===== config.mk =====
export PLATFORM = sky130hd
export DESIGN_NAME = sfs_top
export DESIGN_NICKNAME = d
export VERILOG_FILES = /design/src/sfs_pkg.sv /design/src/sfs_crc4.sv /design/src/sfs_tick.sv /design/src/sfs_top.sv
export SDC_FILE = /design/constraint.sdc
export NUM_CORES = 1
export LEC_CHECK = 0
export BUFFER_PORTS_ARGS = -buffer_cell sky130_fd_sc_hd__buf_4
export CAP_MARGIN = 20
export CORE_ASPECT_RATIO = 2
export CORE_MARGIN = 3
export CORE_UTILIZATION = 60
export DETAILED_ROUTE_END_ITERATION = 10
export GPL_TIMING_DRIVEN = 0
export PLACE_DENSITY = 0.91
export SYNTH_ARGS = -nofsm -noshare
export SYNTH_HDL_FRONTEND = slang
export SYNTH_SLANG_ARGS = --single-unit
export TNS_END_PERCENT = 50

===== constraint.sdc =====
create_clock -name sys_clk -period 5.4 [get_ports sys_clk]
set_input_delay 0.54 -clock sys_clk [delete_from_list [all_inputs] [get_ports sys_clk]]
set_output_delay 0.54 -clock sys_clk [all_outputs]
set_load 0.01 [all_outputs]

===== src/sfs_pkg.sv =====
// Shared constants, types and helpers of the frame status and data block
`default_nettype none
package sfs_pkg;
  // ==========================================
  // Register offsets on the Wishbone bus
  localparam logic [7:0] ADDR_CTRL = 8'h00;
  localparam logic [7:0] ADDR_STAT = 8'h04;
  localparam logic [7:0] ADDR_DATL = 8'h08;
  localparam logic [7:0] ADDR_DATH = 8'h0C;
  localparam logic [7:0] ADDR_TICK = 8'h10;
  localparam logic [7:0] ADDR_SMAX = 8'h14;
  localparam logic [7:0] ADDR_SMIN = 8'h18;
  // ==========================================
  // Field positions and reset values
  localparam int CTRL_EN_BIT = 15;
  localparam int CTRL_RX_BIT = 11;
  localparam int CTRL_TXM_BIT = 10;
  localparam int CTRL_CHK_BIT = 8;
  localparam int CTRL_PPP_BIT = 7;
  localparam logic [15:0] CTRL_RW_MASK = 16'h8D87;
  localparam int STAT_FRM_BIT = 2;
  localparam int STAT_SYNC_BIT = 0;
  localparam logic [15:0] REG_RESET = 16'h0000;
  // ==========================================
  // Frame timing in ticks, check seed and polynomial, check nibble position
  localparam logic [15:0] NIB_MIN_TICKS = 16'h000C;
  localparam logic [15:0] NIB_MAX_TICKS = 16'h001B;
  localparam logic [15:0] SYNC_TICKS = 16'h0038;
  localparam logic [15:0] LOW_TICKS = 16'h0005;
  localparam logic [3:0] CRC_SEED = 4'h5;
  localparam logic [3:0] CRC_POLY = 4'hD;
  localparam logic [2:0] POS_CRC = 3'h7;
  // ==========================================
  // State types
  typedef enum logic [1:0] {R_HUNT, R_NIB, R_PAUSE} sfs_rx_e;
  typedef enum logic [1:0] {T_IDLE, T_SYNC, T_NIB, T_PAUSE} sfs_tx_e;
  // Reserved count codes fall back to a single nibble
  function automatic logic [2:0] nib_limit(input logic [2:0] code);
    return (code == 3'h0 || code == 3'h7) ? 3'h1 : code;
  endfunction : nib_limit
  // Status nibble, data nibbles up to the limit, then the check nibble
  function automatic logic [2:0] next_pos(input logic [2:0] pos, input logic [2:0] lim);
    if (pos == lim && pos != 3'h0) begin
      return POS_CRC;
    end
    return pos + 3'h1;
  endfunction : next_pos
endpackage : sfs_pkg
`default_nettype wire


===== src/sfs_crc4.sv =====
// Four-bit frame check over up to six data nibbles, zero-augmented
`default_nettype none
module sfs_crc4 (
  input wire logic [23:0] nibs,
  input wire logic [2:0] count,
  output logic [3:0] crc
);
  function automatic logic [3:0] step(input logic [3:0] c, input logic [3:0] d);
    logic [3:0] r;
    r = c;
    // Multiply by x^4 modulo the generator, then add the nibble in at the bottom
    for (int b = 0; b < 4; b++) begin
      r = r[3] ? ({r[2:0], 1'b0} ^ sfs_pkg::CRC_POLY) : {r[2:0], 1'b0};
    end
    return r ^ d;
  endfunction : step

  always_comb begin
    logic [3:0] acc;
    acc = sfs_pkg::CRC_SEED;
    for (int i = 0; i < 6; i++) begin
      if (i < int'(count)) begin
        acc = step(acc, nibs[23 - 4 * i -: 4]);
      end
    end
    // Trailing zero nibble gives the preferred method
    crc = step(acc, 4'h0);
  end
endmodule : sfs_crc4
`default_nettype wire


===== src/sfs_tick.sv =====
// Tick generator: one pulse every div+1 clocks, realignable
`default_nettype none
module sfs_tick #(
  parameter int W = 16
) (
  input wire logic sys_clk,
  input wire logic reset,
  input wire logic restart,
  input wire logic [W-1:0] div,
  output logic tick
);
  logic [W-1:0] cnt_reg;

  always_ff @(posedge sys_clk) begin
    if (reset || restart || cnt_reg == div) begin
      cnt_reg <= '0;
    end else begin
      cnt_reg <= cnt_reg + 1'b1;
    end
  end

  // Decoded from the counter so the first tick after a realign is not a clock late
  assign tick = !reset && !restart && cnt_reg == div;
endmodule : sfs_tick
`default_nettype wire


===== src/sfs_top.sv =====
// Single-wire frame link: status, nibble tracking and data registers
`default_nettype none
module sfs_top #(
  parameter logic [15:0] PAUSE_TICKS = 16'h0040,
  parameter int CNT_W = 16
) (
  input wire logic sys_clk,
  input wire logic reset,
  input wire logic wb_cyc_i,
  input wire logic wb_stb_i,
  input wire logic wb_we_i,
  input wire logic [7:0] wb_adr_i,
  input wire logic [3:0] wb_sel_i,
  input wire logic [31:0] wb_dat_i,
  output logic [31:0] wb_dat_o,
  output logic wb_ack_o,
  input wire logic sent_rx_in,
  output logic sent_tx_out
);
  // ==========================================
  // Register state
  logic [15:0] link_control_one_reg, frame_data_low_reg, frame_data_high_reg;
  logic [15:0] tick_div_reg, sync_max_reg, sync_min_reg;
  logic framing_error_flag_reg, check_error_flag_reg, rx_sync_reg, tx_start_reg;
  logic [2:0] rx_pos_reg, tx_pos_reg;
  logic [CNT_W-1:0] per_cnt_reg, idle_cnt_reg, sym_cnt_reg;
  logic [31:0] shadow_reg;
  logic rx_prev_reg;
  sfs_pkg::sfs_rx_e rx_st_reg, rx_st_next;
  sfs_pkg::sfs_tx_e tx_st_reg, tx_st_next;

  function automatic logic [15:0] merge(input logic [15:0] old, input logic [31:0] d, input logic [3:0] sel);
    return {sel[1] ? d[15:8] : old[15:8], sel[0] ? d[7:0] : old[7:0]};
  endfunction : merge

  // ==========================================
  // Control decode
  wire module_enable = link_control_one_reg[sfs_pkg::CTRL_EN_BIT];
  wire receive_role_sel = link_control_one_reg[sfs_pkg::CTRL_RX_BIT];
  wire triggered_tx_sel = link_control_one_reg[sfs_pkg::CTRL_TXM_BIT];
  wire check_enable = link_control_one_reg[sfs_pkg::CTRL_CHK_BIT];
  wire pause_present_sel = link_control_one_reg[sfs_pkg::CTRL_PPP_BIT];
  wire [2:0] nib_lim = sfs_pkg::nib_limit(link_control_one_reg[2:0]);
  wire rx_act = module_enable && receive_role_sel;
  wire tx_act = module_enable && !receive_role_sel;

  // ==========================================
  // Bus decode
  wire wb_req = wb_cyc_i && wb_stb_i && !wb_ack_o;
  wire wr = wb_req && wb_we_i;
  wire hit_ctrl = wb_adr_i == sfs_pkg::ADDR_CTRL;
  wire hit_stat = wb_adr_i == sfs_pkg::ADDR_STAT;
  wire hit_datl = wb_adr_i == sfs_pkg::ADDR_DATL;
  wire hit_dath = wb_adr_i == sfs_pkg::ADDR_DATH;
  wire hit_tick = wb_adr_i == sfs_pkg::ADDR_TICK;
  wire hit_smax = wb_adr_i == sfs_pkg::ADDR_SMAX;
  wire hit_smin = wb_adr_i == sfs_pkg::ADDR_SMIN;
  wire stat_wr = wr && hit_stat && wb_sel_i[0];

  // ==========================================
  // Tick timing and nibble slots
  logic tick;
  wire fall = rx_prev_reg && !sent_rx_in;
  // Realign on each falling edge in the receiver role so periods are counted from the edge
  wire tick_restart = !module_enable || (rx_act ? fall : tx_st_reg == sfs_pkg::T_IDLE);
  sfs_tick #(.W(16)) u_tick (
    .sys_clk(sys_clk),
    .reset(reset),
    .restart(tick_restart),
    .div(tick_div_reg),
    .tick(tick)
  );

  // nibble slot p lives at word bits 31-4p
  wire [31:0] data_word = {frame_data_high_reg, frame_data_low_reg};
  wire [3:0] slot [8];
  wire [CNT_W-1:0] nib_diff = per_cnt_reg - CNT_W'(sfs_pkg::NIB_MIN_TICKS);
  wire [3:0] rx_val = nib_diff[3:0];
  wire nib_bad = per_cnt_reg < CNT_W'(sfs_pkg::NIB_MIN_TICKS) || per_cnt_reg > CNT_W'(sfs_pkg::NIB_MAX_TICKS);
  wire rx_in_nib = rx_act && fall && rx_st_reg == sfs_pkg::R_NIB;
  wire rx_good = rx_in_nib && !nib_bad;
  wire rx_frm_evt = rx_in_nib && nib_bad;
  wire rx_commit = rx_good && rx_pos_reg == sfs_pkg::POS_CRC;
  wire sync_ok = per_cnt_reg >= CNT_W'(sync_min_reg) && per_cnt_reg <= CNT_W'(sync_max_reg);

  genvar g;
  generate
    for (g = 0; g < 8; g++) begin : g_slot
      assign slot[g] = data_word[31 - 4 * g -: 4];
      always_ff @(posedge sys_clk) begin
        if (reset) begin
          shadow_reg[31 - 4 * g -: 4] <= 4'h0;
        end else if (rx_good && rx_pos_reg == 3'(g)) begin
          shadow_reg[31 - 4 * g -: 4] <= rx_val;
        end
      end
    end
  endgenerate

  // ==========================================
  // Check generation
  logic [3:0] crc_rx, crc_tx;
  sfs_crc4 u_crc_rx (.nibs(shadow_reg[27:4]), .count(nib_lim), .crc(crc_rx));
  sfs_crc4 u_crc_tx (.nibs(data_word[27:4]), .count(nib_lim), .crc(crc_tx));

  // ==========================================
  // Receiver
  always_comb begin
    rx_st_next = rx_st_reg;
    case (rx_st_reg)
      sfs_pkg::R_HUNT: if (fall && sync_ok) rx_st_next = sfs_pkg::R_NIB;
      sfs_pkg::R_NIB: if (rx_frm_evt) rx_st_next = sfs_pkg::R_HUNT;
        else if (rx_commit) rx_st_next = pause_present_sel ? sfs_pkg::R_PAUSE : sfs_pkg::R_HUNT;
      sfs_pkg::R_PAUSE: if (fall) rx_st_next = sfs_pkg::R_HUNT;
      default: rx_st_next = sfs_pkg::R_HUNT;
    endcase
    if (!rx_act) rx_st_next = sfs_pkg::R_HUNT;
  end
  wire sync_found = rx_act && fall && rx_st_reg == sfs_pkg::R_HUNT && sync_ok;

  always_ff @(posedge sys_clk) begin
    rx_prev_reg <= reset ? 1'b1 : sent_rx_in;
    rx_st_reg <= reset ? sfs_pkg::R_HUNT : rx_st_next;
    // The clock that sees the edge is already the first of the new period
    if (reset) per_cnt_reg <= '0;
    else if (fall) per_cnt_reg <= CNT_W'(1);
    else if (tick && !(&per_cnt_reg)) per_cnt_reg <= per_cnt_reg + 1'b1;
    if (reset || !rx_act || !sent_rx_in) idle_cnt_reg <= '0;
    else if (tick && !(&idle_cnt_reg)) idle_cnt_reg <= idle_cnt_reg + 1'b1;
  end

  // position advances on good nibbles, holds on error
  always_ff @(posedge sys_clk) begin
    if (reset || !rx_act || sync_found || rx_commit) rx_pos_reg <= 3'h0;
    else if (rx_good) rx_pos_reg <= sfs_pkg::next_pos(rx_pos_reg, nib_lim);
  end

  // sync bit driven by hardware only
  always_ff @(posedge sys_clk) begin
    if (reset || !rx_act || rx_frm_evt || rx_commit) rx_sync_reg <= 1'b0;
    else if (sync_found) rx_sync_reg <= 1'b1;
  end

  // sticky, set wins over software clear by writing zero
  always_ff @(posedge sys_clk) begin
    if (reset) framing_error_flag_reg <= 1'b0;
    else if (rx_frm_evt) framing_error_flag_reg <= 1'b1;
    else if (stat_wr && !wb_dat_i[sfs_pkg::STAT_FRM_BIT]) framing_error_flag_reg <= 1'b0;
  end

  // verdict refreshed on every completed frame
  always_ff @(posedge sys_clk) begin
    if (reset) check_error_flag_reg <= 1'b0;
    else if (rx_commit) check_error_flag_reg <= check_enable && crc_rx != rx_val;
  end

  // ==========================================
  // Transmitter
  logic [CNT_W-1:0] sym_len;
  assign sym_len = tx_st_reg == sfs_pkg::T_SYNC ? CNT_W'(sfs_pkg::SYNC_TICKS) :
    tx_st_reg == sfs_pkg::T_PAUSE ? CNT_W'(PAUSE_TICKS) :
    CNT_W'(sfs_pkg::NIB_MIN_TICKS) + CNT_W'(slot[tx_pos_reg]);
  wire sym_end = tick && sym_cnt_reg == sym_len - 1'b1;
  wire tx_go = tx_act && (!triggered_tx_sel || tx_start_reg);
  wire crc_end = sym_end && tx_st_reg == sfs_pkg::T_NIB && tx_pos_reg == sfs_pkg::POS_CRC;
  wire frame_done = (crc_end && !pause_present_sel) || (sym_end && tx_st_reg == sfs_pkg::T_PAUSE);

  // continuous frames run back to back, triggered ones stop
  always_comb begin
    tx_st_next = tx_st_reg;
    case (tx_st_reg)
      sfs_pkg::T_IDLE: if (tx_go) tx_st_next = sfs_pkg::T_SYNC;
      sfs_pkg::T_SYNC: if (sym_end) tx_st_next = sfs_pkg::T_NIB;
      sfs_pkg::T_NIB: if (crc_end && pause_present_sel) tx_st_next = sfs_pkg::T_PAUSE;
      sfs_pkg::T_PAUSE: tx_st_next = tx_st_reg;
      default: tx_st_next = sfs_pkg::T_IDLE;
    endcase
    if (frame_done) tx_st_next = triggered_tx_sel ? sfs_pkg::T_IDLE : sfs_pkg::T_SYNC;
    if (!tx_act) tx_st_next = sfs_pkg::T_IDLE;
  end

  always_ff @(posedge sys_clk) begin
    tx_st_reg <= reset ? sfs_pkg::T_IDLE : tx_st_next;
    if (reset || tx_st_reg == sfs_pkg::T_IDLE || sym_end) sym_cnt_reg <= '0;
    else if (tick) sym_cnt_reg <= sym_cnt_reg + 1'b1;
    if (reset || tx_st_reg != sfs_pkg::T_NIB) tx_pos_reg <= 3'h0;
    else if (sym_end) tx_pos_reg <= sfs_pkg::next_pos(tx_pos_reg, nib_lim);
    // Each symbol opens with a fixed low pulse; idle line stays high
    sent_tx_out <= reset || tx_st_reg == sfs_pkg::T_IDLE || sym_cnt_reg >= CNT_W'(sfs_pkg::LOW_TICKS);
  end

  // set only while clear, held through the frame, cleared after
  always_ff @(posedge sys_clk) begin
    if (reset || !tx_act || !triggered_tx_sel || frame_done) tx_start_reg <= 1'b0;
    else if (stat_wr && wb_dat_i[sfs_pkg::STAT_SYNC_BIT]) tx_start_reg <= 1'b1;
  end

  // ==========================================
  // Register writes
  always_ff @(posedge sys_clk) begin
    if (reset) begin
      link_control_one_reg <= sfs_pkg::REG_RESET;
      tick_div_reg <= sfs_pkg::REG_RESET;
      sync_max_reg <= sfs_pkg::REG_RESET;
      sync_min_reg <= sfs_pkg::REG_RESET;
    end else if (wr) begin
      if (hit_ctrl) link_control_one_reg <= merge(link_control_one_reg, wb_dat_i, wb_sel_i) & sfs_pkg::CTRL_RW_MASK;
      if (hit_tick) tick_div_reg <= merge(tick_div_reg, wb_dat_i, wb_sel_i);
      if (hit_smax) sync_max_reg <= merge(sync_max_reg, wb_dat_i, wb_sel_i);
      if (hit_smin) sync_min_reg <= merge(sync_min_reg, wb_dat_i, wb_sel_i);
    end
  end

  // receiver role: frames are the only writer
  wire dat_sw = wr && !receive_role_sel;
  wire [15:0] datl_sw = merge(frame_data_low_reg, wb_dat_i, wb_sel_i);
  always_ff @(posedge sys_clk) begin
    if (reset) begin
      frame_data_low_reg <= sfs_pkg::REG_RESET;
      frame_data_high_reg <= sfs_pkg::REG_RESET;
    end else if (receive_role_sel) begin
      if (rx_commit) {frame_data_high_reg, frame_data_low_reg} <= {shadow_reg[31:4], rx_val};
    end else begin
      if (dat_sw && hit_dath) frame_data_high_reg <= merge(frame_data_high_reg, wb_dat_i, wb_sel_i);
      if (dat_sw && hit_datl) frame_data_low_reg[15:4] <= datl_sw[15:4];
      // hardware owns the check field when auto check is on
      if (check_enable) frame_data_low_reg[3:0] <= crc_tx;
      else if (dat_sw && hit_datl) frame_data_low_reg[3:0] <= datl_sw[3:0];
    end
  end

  // ==========================================
  // Status and read-back
  // pause indicator
  wire pause_flag = (rx_act && rx_st_reg == sfs_pkg::R_PAUSE) || (tx_act && tx_st_reg == sfs_pkg::T_PAUSE);
  wire [2:0] nibble_position = receive_role_sel ? rx_pos_reg : tx_pos_reg;
  wire receiver_idle_flag = rx_act && sent_rx_in && idle_cnt_reg >= CNT_W'(sync_max_reg);
  wire sync_or_tx_start_bit = receive_role_sel ? rx_sync_reg : triggered_tx_sel ? tx_start_reg : module_enable;
  wire [15:0] link_status = {8'h00, pause_flag, nibble_position, check_error_flag_reg,
    framing_error_flag_reg, receiver_idle_flag, sync_or_tx_start_bit};
  wire [15:0] rd_mux = hit_ctrl ? link_control_one_reg : hit_stat ? link_status :
    hit_datl ? frame_data_low_reg : hit_dath ? frame_data_high_reg : hit_tick ? tick_div_reg :
    hit_smax ? sync_max_reg : hit_smin ? sync_min_reg : 16'h0000;

  always_ff @(posedge sys_clk) begin
    wb_ack_o <= !reset && wb_req;
    if (reset) wb_dat_o <= 32'h0000_0000;
    else if (wb_req) wb_dat_o <= {16'h0000, rd_mux};
  end
endmodule : sfs_top
`default_nettype wire

-- Word level (Yosys, flattened, before mapping)
Index checks and enable logic that the tools add are counted.
- reduce and logical (&&, ||, !) cells: 118
- $mul: 0
- shift operators: 0
- add/sub/neg operators: 9
- multiplexer cells: 113
- divide/modulo/power cells: 0
- magnitude comparators: 13
- eq/ne operators: 34
- bitwise operators: 63
- operator list (kind ; count):
    4-bit two-way mux ; 64
    16-bit two-way mux ; 12
    3-bit NOT ; 48
    16-bit by 1-bit adder with 16-bit output, second input constant ; 4
    1-bit logical AND ; 48
    3-bit AND reduction ; 14
    4-bit XOR ; 10
    16-bit == test ; 2
    16-bit greater-or-equal comparator ; 2
    16-bit AND reduction ; 2
    8-bit by 5-bit == test with 1-bit output, second input constant ; 3
    1-bit logical OR ; 21
    3-bit == test, second input constant ; 6
    2-bit two-way mux ; 9
    3-bit two-way mux ; 6
    8-bit by 4-bit == test with 1-bit output, second input constant ; 2
    16-bit by 3-bit greater-or-equal comparator with 1-bit output, second input constant ; 1
    16-bit by 5-bit > comparator with 1-bit output, second input constant ; 1
    16-bit less-or-equal comparator ; 1
    16-bit by 4-bit < comparator with 1-bit output, second input constant ; 1
    8-bit two-way mux ; 2
    1-bit logical NOT ; 14
    1-bit two-way mux ; 14
    7-bit two-way mux ; 2
    32 further kinds ; 61
- input port bits: 50
- word-level logic and storage cells: 387
- bits in registers: 213
- latch bits: 0
- memories kept: 0
- memory bits (writable): 0
- bits in read-only memories: 0
- output and inout port bits: 34

-- Longest topological paths before layout
Gate-level depths: netlist of the first run.
- depth after elaboration: 65
- gate-level depth with buffers: 17
- depth with buffers taken out: 16

-- Hierarchy
Synthesis of the first run repeated with hierarchy kept, for this count alone.
- cell total of the unflattened synthesis: 1638
- area total of the unflattened synthesis: 14151.1 sq um
- modules (own cells, without submodules) (module ; area each (sq um) ; sequential area each (sq um) ; cells an instance ; instances):
    sfs_top ; 10811.6 ; 3943.8 ; 1279 ; 1
    sfs_crc4 (u_crc_tx) ; 1253.7 ; 0.0 ; 129 ; 1
    sfs_crc4 (u_crc_rx) ; 1176.1 ; 0.0 ; 128 ; 1
    sfs_tick ; 909.6 ; 320.3 ; 102 ; 1

-- Least setup slack after synthesis of the first run
Ideal clock, no wire load.
- path kind: register -> register
- start: reg tx_pos_reg[1]
- end: reg tx_st_reg[0]
- library setup time: 0.114 ns
- path buffers: 3
- setup slack: 1.385 ns
- data arrival time: 3.900 ns
- cell stages (with the launch flop): 18
- period minus slack after synthesis: 4.015 ns
- cell sequence: dfxtp_1 -> clkbuf_1 -> clkbuf_1 -> mux4_2 -> mux2_2 -> nand2_1 -> ha_1 -> nand3_1 -> o21ai_0 -> o21ai_0 -> a211oi_1 -> nand3_1 -> a2111o_1 -> clkbuf_1 -> o21bai_1 -> a221oi_1 -> mux2i_1 -> nor2_1
- cells in the longest elaborated chain, start to end: 16
- RTL lines (element ; line ; RTL):
    start, declared ; sfs_top.sv:25 ; logic [2:0] rx_pos_reg, tx_pos_reg;
    start signal, assigned ; sfs_top.sv:187 ; else if (sym_end) tx_pos_reg <= sfs_pkg::next_pos(tx_pos_reg, nib_lim);
    3-bit NOT with 4-bit output (implied by the code) ; sfs_top.sv:162 ; CNT_W'(sfs_pkg::NIB_MIN_TICKS) + CNT_W'(slot[tx_pos_reg]);
    4-bit binary-select mux with 3-bit select ; sfs_top.sv:162 ;
    4-bit two-way mux (implied by the code) (2 in series) ; sfs_top.sv:162 ;
    4-bit by 4-bit adder with 5-bit output ; sfs_top.sv:162 ;
    7-bit two-way mux ; sfs_top.sv:161 ; tx_st_reg == sfs_pkg::T_PAUSE ? CNT_W'(PAUSE_TICKS) :
    7-bit two-way mux ; sfs_top.sv:160 ; assign sym_len = tx_st_reg == sfs_pkg::T_SYNC ? CNT_W'(sfs_pkg::SYNC_TICKS) :
    7-bit by 1-bit subtractor with 8-bit output ; sfs_top.sv:163 ; wire sym_end = tick && sym_cnt_reg == sym_len - 1'b1;
    16-bit == test ; sfs_top.sv:163 ;
    1-bit logical AND ; sfs_top.sv:163 ;
    1-bit logical AND (2 in series) ; sfs_top.sv:165 ; wire crc_end = sym_end && tx_st_reg == sfs_pkg::T_NIB && tx_pos_reg == sfs_pkg::POS_CRC;
    1-bit logical AND ; sfs_top.sv:166 ; wire frame_done = (crc_end && !pause_present_sel) || (sym_end && tx_st_reg == sfs_pkg::T_PAUSE);
    1-bit logical OR ; sfs_top.sv:166 ;
    3-bit by 2-bit != test with 1-bit output (no line), or another cell as far along ; -- ;
    4-bit AND reduction (no line) ; -- ;
    end signal, assigned ; sfs_top.sv:183 ; tx_st_reg <= reset ? sfs_pkg::T_IDLE : tx_st_next;
    end, declared ; sfs_top.sv:30 ; sfs_pkg::sfs_tx_e tx_st_reg, tx_st_next;
Parallel ways exist; a longest one is shown, timed or not. The select of a mux whose other input is x is not followed.
A chain may end at the register's enable or synchronous reset.

-- Worst setup path in the final report of the first run
- start: reg link_control_one_reg[0]
- end: reg frame_data_low_reg[1]
- cells in the longest elaborated chain, start to end: 53
- RTL lines (element ; line ; RTL):
    start, declared ; sfs_top.sv:22 ; logic [15:0] link_control_one_reg, frame_data_low_reg, frame_data_high_reg;
    start signal, assigned ; sfs_top.sv:202 ; link_control_one_reg <= sfs_pkg::REG_RESET;
    start signal, assigned ; sfs_top.sv:207 ; if (hit_ctrl) link_control_one_reg <= merge(link_control_one_reg, wb_dat_i, wb_sel_i) & sfs_pkg::CTRL_RW_MASK;
    3-bit == test or 3-bit logical NOT (tied branches) ; sfs_pkg.sv:39 ; return (code == 3'h0 || code == 3'h7) ? 3'h1 : code;
    1-bit logical OR ; sfs_pkg.sv:39 ;
    3-bit two-way mux * ; sfs_pkg.sv:39 ;
    1-bit by 3-bit < comparator with 1-bit output ; sfs_crc4.sv:22 ; if (i < int'(count)) begin
    4-bit two-way mux ; sfs_crc4.sv:22 ;
    3-bit NOT (no line) ; -- ;
    4-bit two-way mux ; sfs_crc4.sv:13 ; r = r[3] ? ({r[2:0], 1'b0} ^ sfs_pkg::CRC_POLY) : {r[2:0], 1'b0};
    3-bit NOT (no line) ; -- ;
    [... 35 more ...] ; -- ;
    4-bit XOR or 4-bit two-way mux (tied branches) ; sfs_crc4.sv:15, sfs_crc4.sv:13 ;
    4-bit two-way mux * ; sfs_crc4.sv:22 ;
    3-bit NOT (no line) or 4-bit two-way mux (tied branches) ; -- ;
    4-bit two-way mux * ; sfs_crc4.sv:13 ;
    3-bit NOT (no line) ; -- ;
    4-bit two-way mux * (3 in series) ; sfs_crc4.sv:13 ;
    4-bit two-way mux * ; sfs_top.sv:227 ; if (check_enable) frame_data_low_reg[3:0] <= crc_tx;
    16-bit two-way mux * ; sfs_top.sv:221 ; end else if (receive_role_sel) begin
    end signal, assigned ; sfs_top.sv:222 ; if (rx_commit) {frame_data_high_reg, frame_data_low_reg} <= {shadow_reg[31:4], rx_val};
    end signal, assigned ; sfs_top.sv:227 ;
    end signal, assigned ; sfs_top.sv:228 ; else if (dat_sw && hit_datl) frame_data_low_reg[3:0] <= datl_sw[3:0];
    end, declared ; sfs_top.sv:22 ;
Every way passes the cells marked *; elsewhere a longest branch is shown, timed or not.

==> flow_metrics.tcl, run 1 <==
set metrics [dict create \
    run_status "completed" \
    timing.setup.tns_ns 0 \
    die_area_mm2 0.0248 \
    vdd_ir_drop_max_v 0.000336 \
    design.portCount 84 \
    io_buffers 47 \
    synth_top_family_by_area "simple AND/OR/NAND/NOR gates" \
    worstPathCellList "clkbuf_1 > nand2_1 > xor2_2 > clkbuf_2 > clkbuf_2 > nor4_1 > or3_1 > a22oi_1 > and4b_1 > mux2i_1 > xor2_1 > xnor3_1 > nand2_1 > o211ai_1 > a21oi_1 > nor4_1" \
    cts_tree "yes" \
    post_synth_and_or_nand_nor_area_fraction_pct 20.4 \
    final_max_slew_viol_count 0 \
    synthesis.instances 1633 \
    synth-warning-count 0 \
    nets 1843 \
    fin_crit_ns 4.99 \
    layout_worst_path_cycle_share_pct 92.3 \
    routed_wirelength_mm 50.9 \
    final_layout_size_suffix_gt1_share_pct 8.36 \
    globalRoute.totalOverflow 0 \
    initial_utilization_pct 61.6 \
    clock_sinks 213 \
    num_vias 13052 \
    avgViaCountPerCell 6.49 \
    dp.cells 1971 \
    rows 77 \
    floorplan.core_area_mm2 0.0223 \
    synthTopCellsByArea "sky130_fd_sc_hd__dfxtp_1 31%, sky130_fd_sc_hd__nor2_1 6.8%, sky130_fd_sc_hd__ha_1 6.7%" \
    achievable-frequency_mhz 201 \
    synthDistinctLibCells 75 \
    clock_tree.htree_level_count 1 \
    synthesis.area_per_instance_um2 8.40 \
    nFillCells 1796 \
    finish.cell_count_without_fillers 2011 \
    area.growth.synth_to_final_pct 11.4 \
    synth_xor_xnor_area_share_pct 13.0 \
    synth_largest_area_cell "sky130_fd_sc_hd__dfxtp_1" \
    cts_buffers 20 \
    post_cts_hold_buffer_count 0 \
    layout_common_cells "250 x sky130_fd_sc_hd__nor2_1, 213 x sky130_fd_sc_hd__dfxtp_1, 110 x sky130_fd_sc_hd__nand2_1, 102 x sky130_fd_sc_hd__a21oi_1, 90 x sky130_fd_sc_hd__mux2i_1" \
    worst-path-buf-inv 3 \
    hold_viol 0 \
    fraction_of_post_synthesis_cell_area_in_the_top_cell_type_by_area_pct 31.1 \
    mostFrequentLayoutCell "sky130_fd_sc_hd__nor2_1" \
    setup_slack_ns 0.413 \
    worstPathRequired_ns 5.81 \
    drt_iter0_drc 1192 \
    clk_transition_reported_paths_ns 0.07 \
    rsz0062_at_grt "false" \
    die_h_um 220 \
    multi_input_comb_area_mm2 0.00886 \
    hold_path_class "primary input to flip-flop" \
    postSynthRegisterBits 213 \
    drt_drc_violations_left 0 \
    grt_pass1_wl_mm 75.6 \
    cts_buffer_depth 3 \
    die-width_um 113 \
    timing.critical_path.fanout_max 10 \
    ys_async_sr_fraction_pct 0 \
    crit_path_top_delay_cell "sky130_fd_sc_hd__xor2_1" \
    arithmetic_cell_share_of_the_synthesized_area_counting_full_adders_half_adders_and_majority_gates_pct 6.66 \
    number_of_flip_flops_in_the_largest_register 28 \
    leakagePower_nw 5.54 \
    drt_pre_antenna_iters 9 \
    setup_viol 0 \
    number_of_global_route_vias_before_repair 12997 \
    dp_hpwl_mm 38.8 \
    ys_dominant_reg_cell "sky130_fd_sc_hd__dfxtp_1" \
    cp_top_family "simple AND/OR/NAND/NOR gates" \
    antenna_found_initial 1 \
    seqCellArea_mm2 0.00426 \
    portion_of_netlist_area_occupied_by_mux_cells_pct 8.73 \
    seq_area_frac_synth_pct 31.1 \
    power_density_mw_per_mm2 226 \
    grt_use_total_pct 40.8 \
    pre_cts_slack_ns -0.0814 \
    timing.critical_path.to_type "flip-flop" \
    worst-setup-path-type "flip-flop to flip-flop" \
    synth-compound-area-share_pct 15.2 \
    max_slew.worst_pin.slew_ns 1.33 \
    finalWeightedCongestion 1.06 \
    maxCapViolations 0 \
    clock_latency_reported_for_the_late_side_of_the_worst_skew_pair_ns 0.56 \
    syn-cell-area_mm2 0.0137 \
    avgRoutedWirePerCell_um 25.3 \
    maxSlewHeadroom_pct 11.1 \
    ant_nets 0 \
    worst_setup_path_start_kind "flip-flop" \
    crit_path_max_incr_delay_ns 0.53 \
    cts-root-buf "sky130_fd_sc_hd__clkbuf_16" \
    synth_enable_flop_cells 0 \
    grt_start_max_net_pins 17 \
    timing.clock.skew_ns 0.0191 \
    post_layout_power_mw 3.46 \
    timing.critical_path.arrival_ns 5.39 \
]
-- kinds of logic (layout without fill, tap and decap cells) --
group,after synthesis,count (layout)
other cells,1,17
simple gates,602,602
mux,107,107
xor+xnor,165,165
fa+ha+maj,73,73
compound gates,316,316
flops,213,213
buf+inv,156,242
-- path summary, 6_finish.rpt --
kind,startpoint,to,slack (ns),depth (start not counted)
worst max register to register,link_control_one_reg[0],frame_data_low_reg[1],0.41,16
worst min register to register,shadow_reg[29],shadow_reg[29],0.48,2
worst min-delay path,sent_rx_in,rx_prev_reg,0.26,2
worst max-delay path,link_control_one_reg[0],frame_data_low_reg[1],0.41,16
-- synthesized netlist by cell type, drive strengths merged, types with 12 or more instances --
master	instances
inv	55
clkbuf	77
a21o	23
nand2b	21
or2	12
nand2	111
o21ai	44
nor4	26
nor2b	27
a211oi	45
nor3	33
dfxtp	213
o21a	12
xor2	70
nand3	44
nor2	250
mux2i	91
and3	20
nand4	25
a21oi	103
buf	24
ha	73
xnor3	20
xnor2	71
-- power by group --
group	internal [mW]	leakage [nW]	switching [mW]	total, mW
registers	1.58	1.72	0.00596	1.58
clock network	1.02	0.376	0.679	1.70
logic	0.0555	3.45	0.118	0.174
-- per-stage QoR --
| stage | hold slack (ns) | cell area, um^2 | utilization, % |
|---|---|---|---|
| after global placement | 0.452 | 14500 | 65.0 |
| after floorplan | 0.432 | 13800 | - |
| after detailed placement | 0.468 | 14500 | 65.0 |
| after CTS | 0.269 | 15200 | 68.5 |
| after global routing | 0.263 | 15300 | 68.6 |
| final | 0.255 | 15300 | 68.6 |
-- cell type report --
class	instances	area share [%]
Antenna cell	1	0.0164
Buffer	101	3.01
Clock buffer	28	3.94
Clock inverter	8	1.10
Inverter	55	1.35
Multi-Input combinational cell	1279	58.0
Sequential cell	213	27.9
Tap cell	276	2.26
Timing Repair Buffer	50	2.42
-- per-layer routing --
layer	share of wire [%]	global-route usage, %	wire length, um
met3	7.0	9.37	3560
met5	0	1.04	0
met1	31	37.6	16000
met2	48	68.9	24400
met4	14	44.8	6910
-- repair_timing --
action | 4_1_cts | 5_1_grt
setup endpoints to repair | 1 | 4
pin swaps | 0 | 0
gates resized for setup | 1 | 4
setup buffers | 0 | 0
-- worst reg2reg max path, stage by stage, from the launching register on --
cell and delay, ns:
sky130_fd_sc_hd__dfxtp_1 0.31, sky130_fd_sc_hd__clkbuf_1 0.35, sky130_fd_sc_hd__nand2_1 0.36, sky130_fd_sc_hd__xor2_2 0.43, sky130_fd_sc_hd__clkbuf_2 0.34, sky130_fd_sc_hd__clkbuf_2 0.35
sky130_fd_sc_hd__nor4_1 0.13, sky130_fd_sc_hd__or3_1 0.47, sky130_fd_sc_hd__a22oi_1 0.20, sky130_fd_sc_hd__and4b_1 0.24, sky130_fd_sc_hd__mux2i_1 0.18, sky130_fd_sc_hd__xor2_1 0.53
sky130_fd_sc_hd__xnor3_1 0.30, sky130_fd_sc_hd__nand2_1 0.07, sky130_fd_sc_hd__o211ai_1 0.26, sky130_fd_sc_hd__a21oi_1 0.27, sky130_fd_sc_hd__nor4_1 0.07
No activity file was read; power rests on OpenSTA's default activity.
==> run 2: changes to the inputs <==
--- a/config.mk
+++ b/config.mk
@@ -5,14 +5,15 @@
 export SDC_FILE = /design/constraint.sdc
 export NUM_CORES = 1
 export LEC_CHECK = 0
+export ABC_AREA = 1
 export BUFFER_PORTS_ARGS = -buffer_cell sky130_fd_sc_hd__buf_4
 export CAP_MARGIN = 20
 export CORE_ASPECT_RATIO = 2
 export CORE_MARGIN = 3
-export CORE_UTILIZATION = 60
+export CORE_UTILIZATION = 36
 export DETAILED_ROUTE_END_ITERATION = 10
 export GPL_TIMING_DRIVEN = 0
-export PLACE_DENSITY = 0.91
+export PLACE_DENSITY = 0.64
 export SYNTH_ARGS = -nofsm -noshare
 export SYNTH_HDL_FRONTEND = slang
 export SYNTH_SLANG_ARGS = --single-unit
==> flow_metrics.tcl, run 2 <==
set metrics [dict create \
    synthesis.area_per_instance_um2 6.60 \
    synthDistinctLibCells 59 \
    area.growth.synth_to_final_pct 12.4 \
    maxCapViolations 0 \
    worst-setup-path-type "flip-flop to flip-flop" \
    number_of_global_route_vias_before_repair 14703 \
    io_buffers 49 \
    timing.critical_path.arrival_ns 5.23 \
    cts_buffer_depth 3 \
    final_core_util_pct 41.2 \
    ant_nets 0 \
    synth-warning-count 0 \
    cts_resized 0 \
    power_density_mw_per_mm2 204 \
    timing.reg2reg.worst_path_depth 16 \
    post_cts_hold_buffer_count 0 \
    drt_drc_violations_left 0 \
    clk_transition_reported_paths_ns 0.07 \
    run_status "completed" \
    ys_dominant_reg_cell "sky130_fd_sc_hd__dfxtp_1" \
    worstHoldStart "sent_rx_in" \
    avgRoutedWirePerCell_um 20.6 \
    seq_area_frac_synth_pct 29.9 \
    antenna_found_initial 0 \
    max_slew.worst_pin.slew_ns 1.01 \
    die_h_um 288 \
    num_vias 15181 \
    whs_path_depth 3 \
    portion_of_netlist_area_occupied_by_mux_cells_pct 0 \
    rows 102 \
    synth-compound-area-share_pct 20.3 \
    drt_iter0_drc 818 \
    number_of_flip_flops_in_the_largest_register 28 \
    maxSlewHeadroom_pct 33.0 \
    worst_r2r_startpoint "tx_st_reg[0]" \
    grt_pass1_wl_mm 84.4 \
    layout_worst_path_cycle_share_pct 88.9 \
    synth_largest_area_cell "sky130_fd_sc_hd__dfxtp_1" \
    fraction_of_post_synthesis_cell_area_in_the_top_cell_type_by_area_pct 29.9 \
    hold_path_class "primary input to flip-flop" \
    initial_utilization_pct 36.7 \
    timing.clock.skew_ns 0.0152 \
    worstPathRequired_ns 5.83 \
    post-cts-setup-buffers 0 \
    grt_use_total_pct 26.3 \
    antenna_cells_inserted 0 \
    ys_async_sr_fraction_pct 0 \
    die_area_mm2 0.0422 \
    timing.rr.end "tx_st_reg[1]" \
    synth_xor_xnor_area_share_pct 3.26 \
    synthTopCellsByArea "sky130_fd_sc_hd__dfxtp_1 30%, sky130_fd_sc_hd__nand2_1 11%, sky130_fd_sc_hd__inv_1 7.4%" \
    design.portCount 84 \
    postSynthRegisterBits 213 \
    grt_start_max_net_pins 16 \
    dp_hpwl_mm 47.1 \
    final_max_slew_viol_count 0 \
    achievable-frequency_mhz 208 \
    reg2reg_setup_slack_ns 0.60 \
    nets 2374 \
    layout_common_cells "432 x sky130_fd_sc_hd__nand2_1, 281 x sky130_fd_sc_hd__inv_1, 213 x sky130_fd_sc_hd__dfxtp_1, 204 x sky130_fd_sc_hd__a21oi_1, 187 x sky130_fd_sc_hd__o21ai_0" \
    synthesis.instances 2163 \
    timing.critical_path.fanout_max 10 \
    rsz0062_at_grt "false" \
    cts_buffers 21 \
    whs_endpoint "rx_prev_reg" \
    post_synth_and_or_nand_nor_area_fraction_pct 29.8 \
    routed_wirelength_mm 57.5 \
    cts_tree "yes" \
    clock_sinks 213 \
    synth_most_common_cell "sky130_fd_sc_hd__nand2_1" \
    floorplan.core_area_mm2 0.0389 \
    arithmetic_cell_share_of_the_synthesized_area_counting_full_adders_half_adders_and_majority_gates_pct 6.40 \
    setup_viol 0 \
    vdd_ir_drop_max_v 0.000237 \
    leading_cell_types_by_count_after_synthesis "432 x sky130_fd_sc_hd__nand2_1, 281 x sky130_fd_sc_hd__inv_1, 213 x sky130_fd_sc_hd__dfxtp_1" \
    mostFrequentLayoutCell "sky130_fd_sc_hd__nand2_1" \
    final_layout_size_suffix_gt1_share_pct 9.05 \
    syn-cell-area_mm2 0.0143 \
    critPathLaunch "tx_st_reg[0]" \
    drt_pre_antenna_iters 5 \
    clock_latency_reported_for_the_late_side_of_the_worst_skew_pair_ns 0.53 \
    leakagePower_nw 6.51 \
    globalRoute.totalOverflow 0 \
    avgViaCountPerCell 5.45 \
    cts-root-buf "sky130_fd_sc_hd__clkbuf_16" \
    timing.setup.tns_ns 0 \
    fin_crit_ns 4.80 \
    die-width_um 147 \
    synth_enable_flop_cells 0 \
    timing.critical_path.to_type "flip-flop" \
    synth_top_family_by_area "simple AND/OR/NAND/NOR gates" \
    hold_viol 0 \
    worst_setup_path_start_kind "flip-flop" \
    finalWeightedCongestion 1.03 \
    clock_tree.htree_level_count 1 \
]
## run 2: metal layers
metal / share of wire, % / vias to the layer above / track usage, %
met4: 11 / 0 / 24.4
met1: 32 / 7023 / 23.0
met5: 0 / - / 0
met2: 52 / 526 / 50.8
met3: 4.3 / 240 / 2.84
li1: - / 7392 / -
## run 2: power breakdown
group	total (mW)	leakage (nW)	internal (mW)	switching, mW
clock	1.54	0.327	0.852	0.683
sequential	1.58	1.72	1.57	0.00693
combinational	0.156	4.47	0.0473	0.109
total	3.27	6.51	2.47	0.799
## run 2: how the worst max path moves through the flow
| stage | end | slack (ns) | depth (start not counted) |
|---|---|---|---|
| floorplan | tx_st_reg[0] | 2.01 | 19 |
| global placement | tx_st_reg[0] | 0.70 | 17 |
| detailed placement | tx_st_reg[1] | 0.66 | 16 |
| CTS | tx_st_reg[1] | 0.66 | 16 |
| global route | tx_st_reg[0] | 0.32 | 17 |
| finish | tx_st_reg[1] | 0.60 | 16 |
## run 2: cells by family (layout without fill, tap and decap cells)
| kind of cell | after synthesis | count (layout) |
|---|---|---|
| fa+ha+maj | 73 | 73 |
| simple gates | 944 | 944 |
| other cells | 1 | 16 |
| xor+xnor | 49 | 49 |
| buf+inv | 371 | 457 |
| compound gates | 512 | 512 |
| flops | 213 | 213 |
## run 2: per-stage QoR
stage | worst slack, ns | cells | hold slack [ns] | area [um^2] | total power, mW
floorplan | 2.01 | 2178 | 0.425 | 14300 | 1.69
global placement | 0.695 | 2747 | 0.440 | 15300 | 1.77
detailed placement | 0.661 | 2747 | 0.444 | 15400 | 1.77
CTS | 0.655 | 2783 | 0.259 | 16000 | 3.29
global route | 0.317 | 2784 | 0.298 | 16000 | 3.35
finish | 0.602 | 2784 | 0.274 | 16000 | 3.27
## run 2: critical path, cell delays in order, from the launching register on
cell                       delay (ns)
sky130_fd_sc_hd__dfxtp_1         0.43
sky130_fd_sc_hd__inv_1           0.15
sky130_fd_sc_hd__ha_1            0.26
sky130_fd_sc_hd__nor2_1          0.35
sky130_fd_sc_hd__nor2_1          0.11
sky130_fd_sc_hd__nor3_1          0.65
sky130_fd_sc_hd__nand2_1         0.55
sky130_fd_sc_hd__inv_1           0.50
sky130_fd_sc_hd__nand3_1         0.12
sky130_fd_sc_hd__nor2_1          0.12
sky130_fd_sc_hd__nand3_1         0.08
sky130_fd_sc_hd__nor2_1          0.18
sky130_fd_sc_hd__nand3_1         0.12
sky130_fd_sc_hd__o21ai_0         0.46
sky130_fd_sc_hd__a21oi_1         0.07
sky130_fd_sc_hd__a31o_2          0.27
sky130_fd_sc_hd__a211oi_1        0.25
## run 2: area by class of cell
type	instances	area (um^2)
Clock inverter	10	110
Inverter	300	1130
Fill cell	4155	22900
Multi-Input combinational cell	1594	8590
Timing Repair Buffer	50	373
Clock buffer	26	574
Tap cell	520	651
Buffer	71	349
Sequential cell	213	4260
==> run 3: changes to the inputs <==
--- a/config.mk
+++ b/config.mk
@@ -5,12 +5,12 @@
 export SDC_FILE = /design/constraint.sdc
 export NUM_CORES = 1
 export LEC_CHECK = 0
-export ABC_AREA = 1
 export BUFFER_PORTS_ARGS = -buffer_cell sky130_fd_sc_hd__buf_4
 export CAP_MARGIN = 20
 export CORE_ASPECT_RATIO = 2
 export CORE_MARGIN = 3
 export CORE_UTILIZATION = 36
+export CTS_BUF_LIST = sky130_fd_sc_hd__clkbuf_16
 export DETAILED_ROUTE_END_ITERATION = 10
 export GPL_TIMING_DRIVEN = 0
 export PLACE_DENSITY = 0.64
==> flow_metrics.tcl, run 3 (synthesis results as in run 1) <==
set metrics [dict create \
    run_status "complete, but fails checks" \
    violations "max-slew violations" \
    clock_tree.htree_level_count 1 \
    post_cts_hold_buffer_count 0 \
    antenna_found_initial 1 \
    number_of_global_route_vias_before_repair 12595 \
    rows 100 \
    seqCellArea_mm2 0.00426 \
    pre_cts_slack_ns 0.215 \
    drt_pre_antenna_iters 6 \
    clk_transition_reported_paths_ns 0.07 \
    power.net_switching_mw 0.810 \
    timing.critical_path.fanout_max 10 \
    layout_worst_path_cycle_share_pct 92.8 \
    internal_power_mw 2.49 \
    cts_buffer_depth 3 \
    dp.cells 2157 \
    cts_tree "yes" \
    p_clk_share_pct 46.5 \
    dp_hpwl_mm 42.2 \
    antenna_cells_inserted 0 \
    floorplan.core_area_mm2 0.0374 \
    final_max_slew_viol_count 1 \
    timing.critical_path.to_type "flip-flop" \
    achievable-frequency_mhz 199 \
    ant_nets 0 \
    maxSlewHeadroom_pct -11.3 \
    wirelength_met1_mm 17.6 \
    clock_latency_reported_for_the_late_side_of_the_worst_skew_pair_ns 0.52 \
    vdd_ir_drop_max_v 0.000199 \
    grt_pass1_wl_mm 78.6 \
    timing.clock.skew_ns 0.00910 \
    multi_input_comb_area_mm2 0.00886 \
    globalRoute.totalOverflow 0 \
    worst-setup-path-type "flip-flop to flip-flop" \
    avgRoutedWirePerCell_um 24.6 \
    clock_sinks 213 \
    num_vias 12789 \
    critical_path.most_common_cell "sky130_fd_sc_hd__xnor2_1" \
    design.portCount 84 \
    io_buffers 47 \
    area.growth.synth_to_final_pct 12.5 \
    critPathLaunch "link_control_one_reg[0]" \
    fin_crit_ns 5.01 \
    met2_wirelength_mm 28.3 \
    timing.setup.tns_ns 0 \
    detailroute.wirelength.met3_mm 2.73 \
    avgViaCountPerCell 5.83 \
    power_density_mw_per_mm2 214 \
    cts_buffers 20 \
    worstPathRequired_ns 5.81 \
    finalWeightedCongestion 1.13 \
    maxCapViolations 0 \
    crit_path_max_incr_delay_ns 0.50 \
    worstPathCellList "clkbuf_1 > nand2_1 > xor2_1 > clkbuf_1 > clkbuf_2 > nor4_1 > o21ai_0 > a22oi_1 > and4b_1 > mux2i_1 > xor2_2 > xnor2_1 > mux2i_1 > xnor2_1 > xnor2_1 > a21oi_1" \
    routed.top_layer "met4" \
    drt_iter0_drc 908 \
    number_of_flip_flops_in_the_largest_register 28 \
    p_comb_share_pct 5.5 \
    worst_r2r_startpoint "link_control_one_reg[0]" \
    timing.critical_path.arrival_ns 5.42 \
    mostFrequentLayoutCell "sky130_fd_sc_hd__nor2_1" \
    setup_viol 0 \
    final_layout_size_suffix_gt1_share_pct 8.29 \
    drt_drc_violations_left 0 \
    final_core_util_pct 41.2 \
    hold_slack_ns 0.262 \
    grt_start_max_net_pins 17 \
    crit_path_top_delay_cell "sky130_fd_sc_hd__clkbuf_1" \
    part_of_the_total_power_dissipated_in_sequential_elements_pct 48.0 \
    hold_viol 0 \
    nets 1845 \
    die_area_mm2 0.0406 \
    worst_setup_path_start_kind "flip-flop" \
    layout_common_cells "250 x sky130_fd_sc_hd__nor2_1, 213 x sky130_fd_sc_hd__dfxtp_1, 110 x sky130_fd_sc_hd__nand2_1, 102 x sky130_fd_sc_hd__a21oi_1, 90 x sky130_fd_sc_hd__mux2i_1" \
    hold_path_class "primary input to flip-flop" \
    finish.cell_count_without_fillers 2195 \
    cts_resized 0 \
    grt_use_total_pct 26.2 \
    cts-root-buf "sky130_fd_sc_hd__clkbuf_16" \
    rsz0062_at_grt "false" \
    die_h_um 282 \
    setup_slack_ns 0.386 \
    die-width_um 144 \
    initial_utilization_pct 36.7 \
    power.share.switching_pct 24.6 \
    max_slew.worst_pin.slew_ns 1.67 \
    leakagePower_nw 5.51 \
    routed_wirelength_mm 54.0 \
    post-cts-setup-buffers 0 \
    nFillCells 3719 \
    worstHoldStart "sent_rx_in" \
]
[run 3: worst max-delay path, delay by kind of cell, from the launching register on]
| family | cells | cell delay [ns] |
|---|---|---|
| AO/OA/AOI/OAI | 3 | 0.71 |
| XOR/XNOR | 5 | 1.26 |
| buffers and inverters | 3 | 1.24 |
| flip-flops | 1 | 0.31 |
| multiplexers | 2 | 0.54 |
| AND/OR/NAND/NOR | 3 | 0.83 |
[run 3: per-stage QoR]
stage               instance area (um^2)  power (mW)
global placement                   14700        1.79
detailed placement                 14700        1.79
floorplan                          13800        1.70
global route                       15400        3.36
finish                             15400        3.30
CTS                                15400        3.30
[run 3: per-layer routing]
| metal | vias to the layer above | track usage [%] |
|---|---|---|
| met1 | 6099 | 25.5 |
| li1 | 5902 | - |
| met4 | 0 | 20.9 |
| met3 | 240 | 2.64 |
| met5 | - | 0 |
| met2 | 548 | 48.8 |
[run 3: final timing paths]
check | endpoint | slack (ns) | cells after the start
worst min register to register | shadow_reg[29] | 0.46 | 2
worst max register to register | frame_data_low_reg[2] | 0.39 | 16
worst min-delay path | rx_prev_reg | 0.26 | 2
worst max-delay path | frame_data_low_reg[2] | 0.39 | 16
[run 3: layout make-up]
class / count / share of cell area (%)
Timing Repair Buffer: 52 / 2.50
Tap cell: 459 / 3.72
Buffer: 101 / 2.97
Inverter: 55 / 1.34
Clock inverter: 15 / 1.01
Clock buffer: 21 / 3.41
Multi-Input combinational cell: 1279 / 57.4
Sequential cell: 213 / 27.6
[run 3: power by group through the flow]
stage	Clock [mW]	Combinational, mW	Sequential, mW
6_report	1.53	0.183	1.58
3_3_place_gp	0	0.174	1.62
3_5_place_dp	0	0.175	1.62
4_1_cts	1.54	0.176	1.58
5_1_grt	1.59	0.189	1.58
2_1_floorplan	0	0.0752	1.62
